$ cat src/aptc_map.svh
// register offsets, field positions and reset values for the pair trigger control block
`ifndef APTC_MAP_SVH
`define APTC_MAP_SVH
`define APTC_OFF_CTRL_8_9 4'h0
`define APTC_OFF_CTRL_10_11 4'h1
`define APTC_OFF_IRQ_STATUS 4'h2
`define APTC_OFF_IRQ_MASK 4'h3
`define APTC_BIT_IRQEN 7
`define APTC_BIT_PEND 6
`define APTC_BIT_SWTRG 5
`define APTC_SEL_MSB 4
`define APTC_ODD_SHIFT 8
`define APTC_CTRL_RESET 16'h0000
`define APTC_IRQ_RESET 3'h0
`define APTC_SEL_OFF 5'h00
`define APTC_SEL_SOFT 5'h01
`define APTC_SEL_GLOBAL 5'h02
`define APTC_SEL_SPECIAL 5'h03
`define APTC_SEL_PRI_FIRST 5'h04
`define APTC_SEL_PRI_LAST 5'h0B
`define APTC_SEL_TMR1 5'h0C
`define APTC_SEL_SEC_FIRST 5'h0E
`define APTC_SEL_SEC_LAST 5'h16
`define APTC_SEL_CL_FIRST 5'h17
`define APTC_SEL_CL_LAST 5'h1E
`define APTC_SEL_TMR2 5'h1F
`endif

$ cat src/aptc_pkg.sv
// types shared by the pair trigger control block
package aptc_pkg;
   typedef enum logic [1:0] {
      APTC_IDLE = 2'h0,
      APTC_BUSY = 2'h1
   } aptc_state_t;
   // one pair's software-visible slice
   typedef struct packed {
      logic irq_en;
      logic pending;
      logic soft_trig;
      logic [4:0] sel;
   } aptc_slice_t;
   // trigger sources from pwm and timers
   typedef struct packed {
      logic global_soft;
      logic special_event;
      logic [7:0] pwm_primary;
      logic [8:0] pwm_secondary;
      logic [7:0] pwm_climit;
      logic tmr1_period;
      logic tmr2_period;
   } aptc_trig_t;
endpackage

$ cat src/aptc_pair_trigger.sv
// pair trigger control: three pair slices, selector, pending, fixed-priority request handshake and interrupt
//
// Operation
// - slices 8, 10, 11 govern inputs 16-17, 20-23
// - enabled pair sets its sticky status bit on completion; irq_o only if masked in
// - selected trigger sets the pending flag
// - completion clears the pending flag
// - soft trigger bit self-clears once pending
// - selector zero disables all triggers
// - code 1 own, code 2 global software
// - code 3 routes pwm special event
// - codes 4-11 pwm primary 1-8
// - code 12 timer1, code 13 reserved
// - codes 14-22 pwm secondary 1-9
// - codes 23-30 pwm current limit 1-8
// - code 31 selects timer2 period match
// - odd slice high byte, even low byte
`include "aptc_map.svh"
`timescale 1ns/10ps
`default_nettype none
module aptc_pair_trigger
   import aptc_pkg::*;
(
   input wire logic clock_i, // 250 MHz system clock
   input wire logic arst_n_i, // async reset, active low
   input wire logic [3:0] addr_i, // register word index
   input wire logic [15:0] wdata_i, // write data
   input wire logic wr_i, // write strobe
   input wire logic rd_i, // read strobe
   output logic [15:0] rdata_o, // read data, cycle after rd_i
   input wire aptc_trig_t trig_i, // trigger pulses from pwm and timers
   output logic conv_req_o, // conversion request to sequencer
   output logic [1:0] conv_pair_o, // pair index: 0=pair8 1=pair10 2=pair11
   input wire logic conv_ack_i, // sequencer accepted request
   input wire logic conv_done_i, // sequencer finished current pair
   output logic irq_o // level interrupt
);
   // pair slices; index 0 = pair 8, 1 = pair 10, 2 = pair 11
   aptc_slice_t slice_reg [3];
   aptc_slice_t slice_next [3];
   logic [4:0] sel9_reg; // odd half of the 8/9 register, storage only
   logic [2:0] status_reg;
   logic [2:0] status_next;
   logic [2:0] mask_reg;
   aptc_state_t state_reg;
   aptc_state_t state_next;
   logic [1:0] active_reg;
   logic [15:0] rdata_reg;

   // trigger multiplexer shared by all three slices
   function automatic logic trig_pick(input logic [4:0] sel, input logic own, input aptc_trig_t t);
      logic hit;
      hit = 1'b0;
      if (sel == `APTC_SEL_OFF) begin
         hit = 1'b0;
      end else if (sel == `APTC_SEL_SOFT) begin
         hit = own;
      end else if (sel == `APTC_SEL_GLOBAL) begin
         hit = t.global_soft;
      end else if (sel == `APTC_SEL_SPECIAL) begin
         hit = t.special_event;
      end else if (sel >= `APTC_SEL_PRI_FIRST && sel <= `APTC_SEL_PRI_LAST) begin
         hit = t.pwm_primary[3'(sel - `APTC_SEL_PRI_FIRST)];
      end else if (sel == `APTC_SEL_TMR1) begin
         hit = t.tmr1_period;
      end else if (sel >= `APTC_SEL_SEC_FIRST && sel <= `APTC_SEL_SEC_LAST) begin
         hit = t.pwm_secondary[4'(sel - `APTC_SEL_SEC_FIRST)];
      end else if (sel >= `APTC_SEL_CL_FIRST && sel <= `APTC_SEL_CL_LAST) begin
         hit = t.pwm_climit[3'(sel - `APTC_SEL_CL_FIRST)];
      end else if (sel == `APTC_SEL_TMR2) begin
         hit = t.tmr2_period;
      end
      return hit; // code 13 falls through: reserved, no trigger
   endfunction

   // byte image of one slice, bit layout is fixed by the register map
   function automatic logic [7:0] slice_img(input aptc_slice_t s);
      return {s.irq_en, s.pending, s.soft_trig, s.sel};
   endfunction

   // address decode
   wire wr_ctrl89 = wr_i && addr_i == `APTC_OFF_CTRL_8_9;
   wire wr_ctrl1011 = wr_i && addr_i == `APTC_OFF_CTRL_10_11;
   wire wr_status = wr_i && addr_i == `APTC_OFF_IRQ_STATUS;
   wire wr_mask = wr_i && addr_i == `APTC_OFF_IRQ_MASK;

   // software write data routed per slice
   wire [2:0] slice_wr = {wr_ctrl1011, wr_ctrl1011, wr_ctrl89};
   wire [7:0] slice_wdata [3];
   assign slice_wdata[0] = wdata_i[7:0];
   assign slice_wdata[1] = wdata_i[7:0];
   assign slice_wdata[2] = wdata_i[15:8];

   // trigger hits per slice; pair 8 owns inputs 16/17, 10 owns 20/21, 11 owns 22/23
   wire [2:0] hit;
   genvar g;
   for (g = 0; g < 3; g++) begin : gen_hit
      assign hit[g] = trig_pick(slice_reg[g].sel, slice_reg[g].soft_trig, trig_i);
   end

   // lowest pending pair wins the sequencer; pair 8 has highest priority
   wire [2:0] pend_vec = {slice_reg[2].pending, slice_reg[1].pending, slice_reg[0].pending};
   wire [1:0] pick = pend_vec[0] ? 2'h0 : (pend_vec[1] ? 2'h1 : 2'h2);
   wire done_now = state_reg == APTC_BUSY && conv_done_i;
   wire [2:0] done_vec = done_now ? 3'(3'h1 << active_reg) : 3'h0;

   // sequencer handshake: one pair in flight at a time
   always_comb begin
      state_next = state_reg;
      case (state_reg)
         APTC_IDLE: begin
            if (conv_req_o && conv_ack_i) begin
               state_next = APTC_BUSY;
            end
         end
         APTC_BUSY: begin
            if (conv_done_i) begin
               state_next = APTC_IDLE;
            end
         end
         default: begin
            state_next = APTC_IDLE;
         end
      endcase
   end
   assign conv_req_o = state_reg == APTC_IDLE && |pend_vec;
   assign conv_pair_o = state_reg == APTC_IDLE ? pick : active_reg;

   // slice next state: software write, then hardware set/clear on top
   always_comb begin
      for (int i = 0; i < 3; i++) begin
         slice_next[i] = slice_reg[i];
         if (slice_wr[i]) begin
            slice_next[i].irq_en = slice_wdata[i][`APTC_BIT_IRQEN];
            slice_next[i].soft_trig = slice_wdata[i][`APTC_BIT_SWTRG];
            slice_next[i].sel = slice_wdata[i][`APTC_SEL_MSB:0];
         end
         // pending is hardware-owned; a new trigger beats completion
         if (done_vec[i]) begin
            slice_next[i].pending = 1'b0;
         end
         if (hit[i]) begin
            slice_next[i].pending = 1'b1;
         end
         if (slice_reg[i].pending) begin
            slice_next[i].soft_trig = 1'b0;
         end
      end
   end

   // sticky interrupt status, set wins over write-one-clear
   wire [2:0] irq_event = done_vec & {slice_reg[2].irq_en, slice_reg[1].irq_en, slice_reg[0].irq_en};
   assign status_next = (status_reg & ~(wr_status ? wdata_i[2:0] : 3'h0)) | irq_event;

   // read mux
   wire [15:0] rd_mux =
      addr_i == `APTC_OFF_CTRL_8_9 ? {3'h0, sel9_reg, slice_img(slice_reg[0])} :
      addr_i == `APTC_OFF_CTRL_10_11 ? {slice_img(slice_reg[2]), slice_img(slice_reg[1])} :
      addr_i == `APTC_OFF_IRQ_STATUS ? {13'h0, status_reg} :
      addr_i == `APTC_OFF_IRQ_MASK ? {13'h0, mask_reg} : 16'h0000;

   // control registers; all clear at reset
   always_ff @(posedge clock_i or negedge arst_n_i) begin
      if (!arst_n_i) begin
         for (int i = 0; i < 3; i++) begin
            slice_reg[i] <= aptc_slice_t'(8'(`APTC_CTRL_RESET));
         end
         sel9_reg <= 5'h00;
         status_reg <= `APTC_IRQ_RESET;
         mask_reg <= `APTC_IRQ_RESET;
      end else begin
         slice_reg <= slice_next;
         if (wr_ctrl89) begin
            sel9_reg <= wdata_i[`APTC_ODD_SHIFT + `APTC_SEL_MSB:`APTC_ODD_SHIFT];
         end
         status_reg <= status_next;
         if (wr_mask) begin
            mask_reg <= wdata_i[2:0];
         end
      end
   end

   // handshake state and read data
   always_ff @(posedge clock_i or negedge arst_n_i) begin
      if (!arst_n_i) begin
         state_reg <= APTC_IDLE;
         active_reg <= 2'h0;
         rdata_reg <= 16'h0000;
      end else begin
         state_reg <= state_next;
         if (conv_req_o && conv_ack_i) begin
            active_reg <= pick;
         end
         rdata_reg <= rd_i ? rd_mux : 16'h0000;
      end
   end
   assign rdata_o = rdata_reg;
   // level interrupt: any unmasked sticky bit
   assign irq_o = |(status_reg & mask_reg);

   // assertions
   pend_on_trig_a: assert property (@(posedge clock_i) disable iff (!arst_n_i)
      hit[0] |=> slice_reg[0].pending) else $error("pending not set by trigger");
   pend_clear_a: assert property (@(posedge clock_i) disable iff (!arst_n_i)
      done_vec[1] && !hit[1] |=> !slice_reg[1].pending) else $error("pending not cleared on done");
   swtrg_clear_a: assert property (@(posedge clock_i) disable iff (!arst_n_i)
      slice_reg[2].pending && slice_reg[2].soft_trig |=> !slice_reg[2].soft_trig)
      else $error("soft trigger not self-cleared");
   sel_off_a: assert property (@(posedge clock_i) disable iff (!arst_n_i)
      slice_reg[0].sel == 5'h00 && !slice_reg[0].pending |=> !slice_reg[0].pending)
      else $error("disabled pair became pending");
   soft_route_a: assert property (@(posedge clock_i) disable iff (!arst_n_i)
      slice_reg[1].sel == 5'h01 && slice_reg[1].soft_trig |-> hit[1]) else $error("own soft trigger lost");
   reserved_code_a: assert property (@(posedge clock_i) disable iff (!arst_n_i)
      slice_reg[2].sel == 5'h0D |-> !hit[2]) else $error("reserved code triggered");
   tmr2_route_a: assert property (@(posedge clock_i) disable iff (!arst_n_i)
      slice_reg[0].sel == 5'h1F |-> hit[0] == trig_i.tmr2_period) else $error("timer2 route wrong");
   prio_order_a: assert property (@(posedge clock_i) disable iff (!arst_n_i)
      conv_req_o && slice_reg[0].pending |-> conv_pair_o == 2'h0) else $error("priority order wrong");
   irq_raise_a: assert property (@(posedge clock_i) disable iff (!arst_n_i)
      done_vec[0] && slice_reg[0].irq_en && mask_reg[0] && !wr_mask |=> irq_o) else $error("interrupt not raised");
endmodule
`default_nettype wire

$ cat config.mk
export PLATFORM = sky130hd
export DESIGN_NAME = aptc_pair_trigger
export DESIGN_NICKNAME = d
export VERILOG_FILES = /design/src/aptc_pkg.sv /design/src/aptc_pair_trigger.sv
export VERILOG_INCLUDE_DIRS = /design/src /design/src/src
export SDC_FILE = /design/constraint.sdc
export NUM_CORES = 1
export LEC_CHECK = 0
export BUFFER_PORTS_ARGS = -buffer_cell sky130_fd_sc_hd__buf_2
export CAP_MARGIN = 20
export CORE_MARGIN = 3
export CORE_UTILIZATION = 37
export CTS_BUF_LIST = sky130_fd_sc_hd__clkbuf_4
export DETAILED_ROUTE_END_ITERATION = 16
export SYNTH_ARGS = -nofsm -noshare
export SYNTH_HDL_FRONTEND = slang
export SYNTH_SLANG_ARGS = --single-unit
$ cat constraint.sdc
create_clock -name clock_i -period 2.64 [get_ports clock_i]
set_input_delay 0.396 -clock clock_i [delete_from_list [all_inputs] [get_ports clock_i]]
set_output_delay 0.396 -clock clock_i [all_outputs]
set_load 0.05 [all_outputs]
# ---- Yosys cells after proc, flatten, opt, wreduce, memory -nomap -nowiden
# Index checks and enable logic that the tools add are counted.
dict set report op_classes {
  n_addsub 9
  order_cmp 27
  eq_ne 21
  shift 1
  muxes 70
  bitwise_logic 5
  reduce_logical 30
}
# op n
set op_table {}
lappend op_table {{$mux 16} 3}
lappend op_table {{$mux 1} 45}
lappend op_table {{$eq 5x2->1 const B} 6}
lappend op_table {{$le 5x5->1 const B} 6}
lappend op_table {{$lt 3x4->1 const B} 6}
lappend op_table {{$bmux 1 s3} 6}
lappend op_table {{$mux 6} 3}
lappend op_table {{$sub 3x3->3 const B} 6}
lappend op_table {{$logic_and 1x1->1} 16}
lappend op_table {{$eq 5x1->1 const B} 3}
lappend op_table {{$eq 5x4->1 const B} 3}
lappend op_table {{$eq 5x5->1 const B} 3}
lappend op_table {{$ge 5x3->1 const B} 3}
lappend op_table {{$ge 5x4->1 const B} 3}
lappend op_table {{$ge 5x5->1 const B} 3}
lappend op_table {{$le 5x4->1 const B} 3}
lappend op_table {{$logic_not 5->1} 3}
lappend op_table {{$lt 4x5->1 const B} 3}
lappend op_table {{$bmux 1 s4} 3}
lappend op_table {{$mux 3} 4}
lappend op_table {{$reduce_bool 2->1} 6}
lappend op_table {{$sub 4x4->4 const B} 3}
lappend op_table {{$mux 2} 5}
lappend op_table {{$and 3x3->3} 3}
lappend op_table {{other kinds (12)} 15}
dict set report word_totals {
  regBits 55
  output_inout_bits 20
  wordCells 181
}

# ---- Depth between registers and ports, before layout
dict set report logic_depth {
  depth_word 12
  ltp_mapped 10
}

# ---- Worst setup path before layout
# OpenSTA, ideal clock, no wires.
dict set report synth_timing {
  path_kind {register to register}
  startpoint {register slice_reg[8] in the netlist's numbering}
  endpoint {register slice_reg, in the netlist pend_vec[1]}
  arrival_time_ns 2.166
  required_time_ns 2.553
  slack_ns 0.387
  path_stages_with_launch 11
  path_buffers 3
  period_less_slack_ns 2.253
  path_cell_list {dfrtp_1 -> buf_2 -> clkbuf_1 -> inv_1 -> ha_1 -> clkbuf_1 -> mux2i_1 -> a21oi_1 -> a31oi_1 -> o311a_1 -> o211ai_1}
}
dict set report synth_between {
  elab_chain_len 12
  elab_cells_between_ends 35
  cone_classes {add/sub (3); order compare (6); eq/ne (5); mux (16); reduce/logical (5)}
}
# item line_no
set synth_lines {}
lappend synth_lines {{from (decl)} aptc_pair_trigger.sv:39} ;# aptc_slice_t slice_reg [3];
lappend synth_lines {{from (signal, indexed assignment)} aptc_pair_trigger.sv:166} ;# slice_reg[i] <= aptc_slice_t'(8'(`APTC_CTRL_RESET));
lappend synth_lines {{from (signal assigned)} aptc_pair_trigger.sv:172} ;# slice_reg <= slice_next;
lappend synth_lines {{parallel branches: the longest is 10 deep, another holds $sub 4x4->4} --}
lappend synth_lines {{$mux 1 *} aptc_pair_trigger.sv:54} ;# if (sel == `APTC_SEL_OFF) begin
lappend synth_lines {{$mux 1 or $reduce_bool 2->1 (tied branches)} --}
# Every way passes the cells marked *. The select of a mux whose other input is x is not followed.
# A chain may end at the register's enable or synchronous reset.

# ---- Worst setup path after layout
dict set report layout_timing {
  startpoint {register slice_reg[16] in the netlist's numbering}
  endpoint {register slice_reg, in the netlist pend_vec[0]}
}
# The elaborated chain is that of the path after synthesis.

==> flow_results.org <==
** Clock network
- The clock tree synthesis step divided the H-tree into 2 levels.
- Number of hold-repair buffers added at the cts stage :: 0
- TritonCTS built the clock tree.
- Skew-Pair Late Insertion Delay :: ~0.38 ns
- CTS Root Cell :: sky130_fd_sc_hd__clkbuf_4
- After clock tree synthesis, the clock-pin slew on the worst setup and hold paths is roughly 0.17 ns.
- Number of sinks handled by clock tree synthesis :: 54
- TritonCTS created 5 clock buffers.
- The longest clock path from root to sink contains 2 buffers.
- Buffers inserted by post-CTS timing repair :: 0
- In this run, post-CTS repair resized a total of 0 instances.

** Routing
- Once detail routing completed, the nets flagged for antenna violations numbered 0.
- The first detailed-routing pass took 5 iterations.
- The final route contains between 3000 and 4000 vias.
- Drt wl/cell :: roughly 18 um
- After detailed routing, the number of remaining DRC violations is 0.
- Dividing the detail-routed via count by the number of cells gives between 5 and 6.
- After the first detailed-routing iteration, the DRC count stood at about 230.
- Routed wire length :: just under 10000 um

** Timing
- After layout, the worst path uses 85.3% of the clock period.
- Upper clock frequency limit :: between 400 and 500 MHz
- Clock skew :: around 0.0076 ns
- Worst hold slack :: between 0.1 and 0.15 ns
- RSZ-0062 raised after global routing :: no
- Hold Fails Final Rpt :: 0
- For the pin with the worst max-slew slack, the measured transition is just over 0.7 ns.
- Count of final max-slew check failures :: 0
- Slew headroom :: between 50% and 60%
- After routing, the total negative slack on setup checks comes to 0 ns.
- Final count of negative-setup-slack endpoints :: 0
- For the finished layout, the period the worst path requires is 2.25 ns.

** Synthesis
- After synthesis, flip-flops and latches occupy between 30% and 40% of the total area.
- Summing the areas of all xor and xnor instances in the mapped netlist gives 1.20% of the synthesized area.
- Multiplexer fraction of the synthesized cell area :: 22.0%
- Of the total synthesized cell area, the portion taken by AND, OR, NAND and NOR gates is 13.7%.
- Synthesis produced a netlist whose cell count is ~360.
- The number of nets in the synthesized netlist is ~430.
- The synthesized design contains 54 register bits.
- Number of distinct library cells after synthesis :: 60
- Fraction of registers with async set or reset after synthesis :: between 90% and 100%
- Share of the synthesized area in the top cell type :: between 30% and 40%
- Cell types occupying the most area after synthesis :: sky130_fd_sc_hd__dfrtp_1 (37%), sky130_fd_sc_hd__mux2_2 (7.4%), sky130_fd_sc_hd__mux2i_1 (6.3%), sky130_fd_sc_hd__ha_1 (6.2%), sky130_fd_sc_hd__mux4_2 (4.3%)
- Number of warnings issued by yosys :: 0
- Dividing the synthesized area by the synthesized cell count gives a little over 10 um2.
- Post-synthesis adder-cell area fraction :: 6.16%
- Number of enable-type register cells in the synthesized netlist :: 0
- Main combinational cell family by area after synthesis :: multiplexers
- sky130_fd_sc_hd__dfrtp_1 is the most common cell in the netlist.
- Synth cell count leaders :: sky130_fd_sc_hd__dfrtp_1 (54), sky130_fd_sc_hd__nand2_1 (35), sky130_fd_sc_hd__mux2_2 (24)
- Cell type contributing the most total cell area after synthesis :: sky130_fd_sc_hd__dfrtp_1
- In this run the cell area of the synthesized design comes to about 3700 um2.
- Most instantiated flip-flop cell in the synthesis netlist :: sky130_fd_sc_hd__dfrtp_1
- The synthesized netlist devotes between 10% and 20% of its cell area to compound gates.

** Critical path
- The slowest stage of the critical path is the sky130_fd_sc_hd__dfrtp_1 cell.
- STA classifies the critical path endpoint as a flop.
- Category of the critical setup timing path :: flop to flop
- At the worst endpoint, the required time is 2.93 ns.
- Critical path launch point type :: flop
- Ordered list of cells on the worst path :: buf_4, ha_1, xnor2_1, mux2_4, o32ai_2, a211o_2, o211ai_2
- Endpoint arrival time on the critical path :: approximately 2.5 ns
- Delay of the slowest critical-path stage :: around 0.48 ns
- Critical Path Fanout Max :: 7

** Power and ir drop
- Cell internal pwr :: between 1.5 and 2 mW
- IR analysis of the VDD net gives a maximum drop of about 0.00025 V.
- In this run, the combinational gates consume roughly 47% of the power.
- Proportion of power drawn by flip-flops and latches :: 39.5%
- Of the total power, the clock network draws a little over an eighth.
- Switching power :: 1.24 mW
- Switching part of the total power :: 41.7%
- For this design the static power due to leakage is 1.98 nW.
- Pwr/cell area :: 694 nW/um2

** Finish
- The number of antenna diodes in the final layout is 0.
- Share of post-route cells with drive strength above 1 :: 30.9%
- The register with the most flip-flops in the layout has 21 of them.
- P&R area growth vs syn :: 16.9%
- Fill cell count :: approximately 900
- At the end of the flow, the number of nets in the layout was ~500.

** Placed design
- Number of input and output port buffers inserted :: 72
- Gpl congestion :: 0.944
- Summed over all nets, the half-perimeter wirelength after detailed placement is approximately 7700 um.

** Floorplan
- Initial cell density of the core :: 38.8%
- The die covers between 10000 and 15000 um2.
- Row generation in the floorplan step produced 35 rows.
- Core ar. :: about 9400 um2
- Die height :: about 110 um
- In this run the horizontal extent of the chip is ~110 um.
- Top Ports :: 75

** Global route
- Global routing used about a quarter of the available met1 tracks.
- Via count of the first global-routing pass :: roughly 3000
- The total overflow left after global routing is 0.
- Global router's overall resource usage :: about 18%
- The number of antenna violations at the first check in global routing was 0.
- The first global-routing pass estimated 15900 um of wire.
- The global routing stage identified its most utilized layer as met1.
- Entering global routing, the biggest net connects 55 pins.
- In the global route stage, met3 resource usage came out at under 10%.
- For met2 alone, demand over resource in global routing was a little over a quarter.

** Hold path
- Worst min path class :: primary input to asynchronous set/reset pin

** Flow run
- Max cap viols :: 0

** Run status
- Run status :: completed
## layout make-up
cell class                 count  area [um2]  area share [%]
clock inverter                 3        23.8           0.557
clock buffer                   5        37.5           0.879
tap                          129         161            3.78
sequential                    54        1350            31.6
timing repair buffer          88         480            11.3
inverter                      16        60.1            1.41
multi-input combinational    268        2160            50.5
## cells in the final DEF, fill, tap and decap left out, types with 3 or more instances in the layout
cell type / instances
sky130_fd_sc_hd__nand2b_1: 5
sky130_fd_sc_hd__dfrtp_1: 54
sky130_fd_sc_hd__a31oi_1: 4
sky130_fd_sc_hd__mux2i_1: 23
sky130_fd_sc_hd__inv_1: 16
sky130_fd_sc_hd__ha_1: 18
sky130_fd_sc_hd__a2111oi_0: 3
sky130_fd_sc_hd__xnor2_1: 3
sky130_fd_sc_hd__nor2_1: 19
sky130_fd_sc_hd__clkbuf_4: 5
sky130_fd_sc_hd__mux4_1: 5
sky130_fd_sc_hd__mux4_2: 7
sky130_fd_sc_hd__buf_2: 72
sky130_fd_sc_hd__buf_4: 16
sky130_fd_sc_hd__a22oi_1: 3
sky130_fd_sc_hd__nand4_1: 5
sky130_fd_sc_hd__and3_1: 4
sky130_fd_sc_hd__nand3_1: 3
sky130_fd_sc_hd__and2_1: 3
sky130_fd_sc_hd__nor2b_1: 8
sky130_fd_sc_hd__mux2_2: 24
sky130_fd_sc_hd__a21oi_1: 23
sky130_fd_sc_hd__nand2_1: 35
sky130_fd_sc_hd__o21ai_0: 23
sky130_fd_sc_hd__nor3_1: 5
sky130_fd_sc_hd__o311a_1: 4
sky130_fd_sc_hd__o211ai_1: 3
## stage by stage
step	setup slack, ns	power, mW	cells	area, um2	util (%)
final	0.388	2.96	563	4270	45.4
after detailed placement	0.417	2.57	555	4210	44.7
after CTS	0.387	2.97	563	4270	45.4
after global routing	0.224	3.17	563	4270	45.4
after global placement	0.450	2.54	555	4210	44.7
after floorplan	0.387	2.14	358	3650	-
## critical path, delay by kind of cell, from the launching register on
family | cells | cell delay [ns]
flops | 1 | 0.48
compound gates | 3 | 0.51
mux | 1 | 0.36
fa+ha+maj | 1 | 0.31
xor+xnor | 1 | 0.29
buf+inv | 1 | 0.21
## routing by layer
metal	vias to the layer above	part of all wire, %
li1	1475	-
met2	128	44
met4	0	2.5
met1	1482	48
met3	18	6.1
met5	-	0
## path summary, 6_finish.rpt
kind / from / end / slack [ns] / cells past startpoint
worst max-delay path: slice_reg[16] / pend_vec[0] / 0.39 / 7
worst min-delay path: arst_n_i / slice_reg[1] / 0.12 / 2
worst max register to register: slice_reg[16] / pend_vec[0] / 0.39 / 7
worst min register to register: pend_vec[0] / slice_reg[21] / 0.50 / 1
max in group asynchronous: arst_n_i / slice_reg[11] / 2.07 / 2
min in group clock_i: conv_done_i / state_reg[0] / 0.19 / 2
## power by group through the flow
| stage | Combinational, mW | Sequential, mW | Clock, mW |
|---|---|---|---|
| final | 1.40 | 1.17 | 0.396 |
| after global routing | 1.53 | 1.20 | 0.442 |
| after CTS | 1.39 | 1.17 | 0.408 |
| after detailed placement | 1.38 | 1.19 | 0 |
| after global placement | 1.36 | 1.18 | 0 |
| after floorplan | 1.01 | 1.13 | 0 |
## cell families (layout without fill, tap and decap cells)
group / Yosys count / in the layout
simple gates: 99 / 99
xor+xnor: 5 / 5
flops: 54 / 54
mux: 60 / 60
fa+ha+maj: 18 / 18
compound gates: 86 / 86
buf+inv: 36 / 112
No activity file was read; power rests on OpenSTA's default activity.
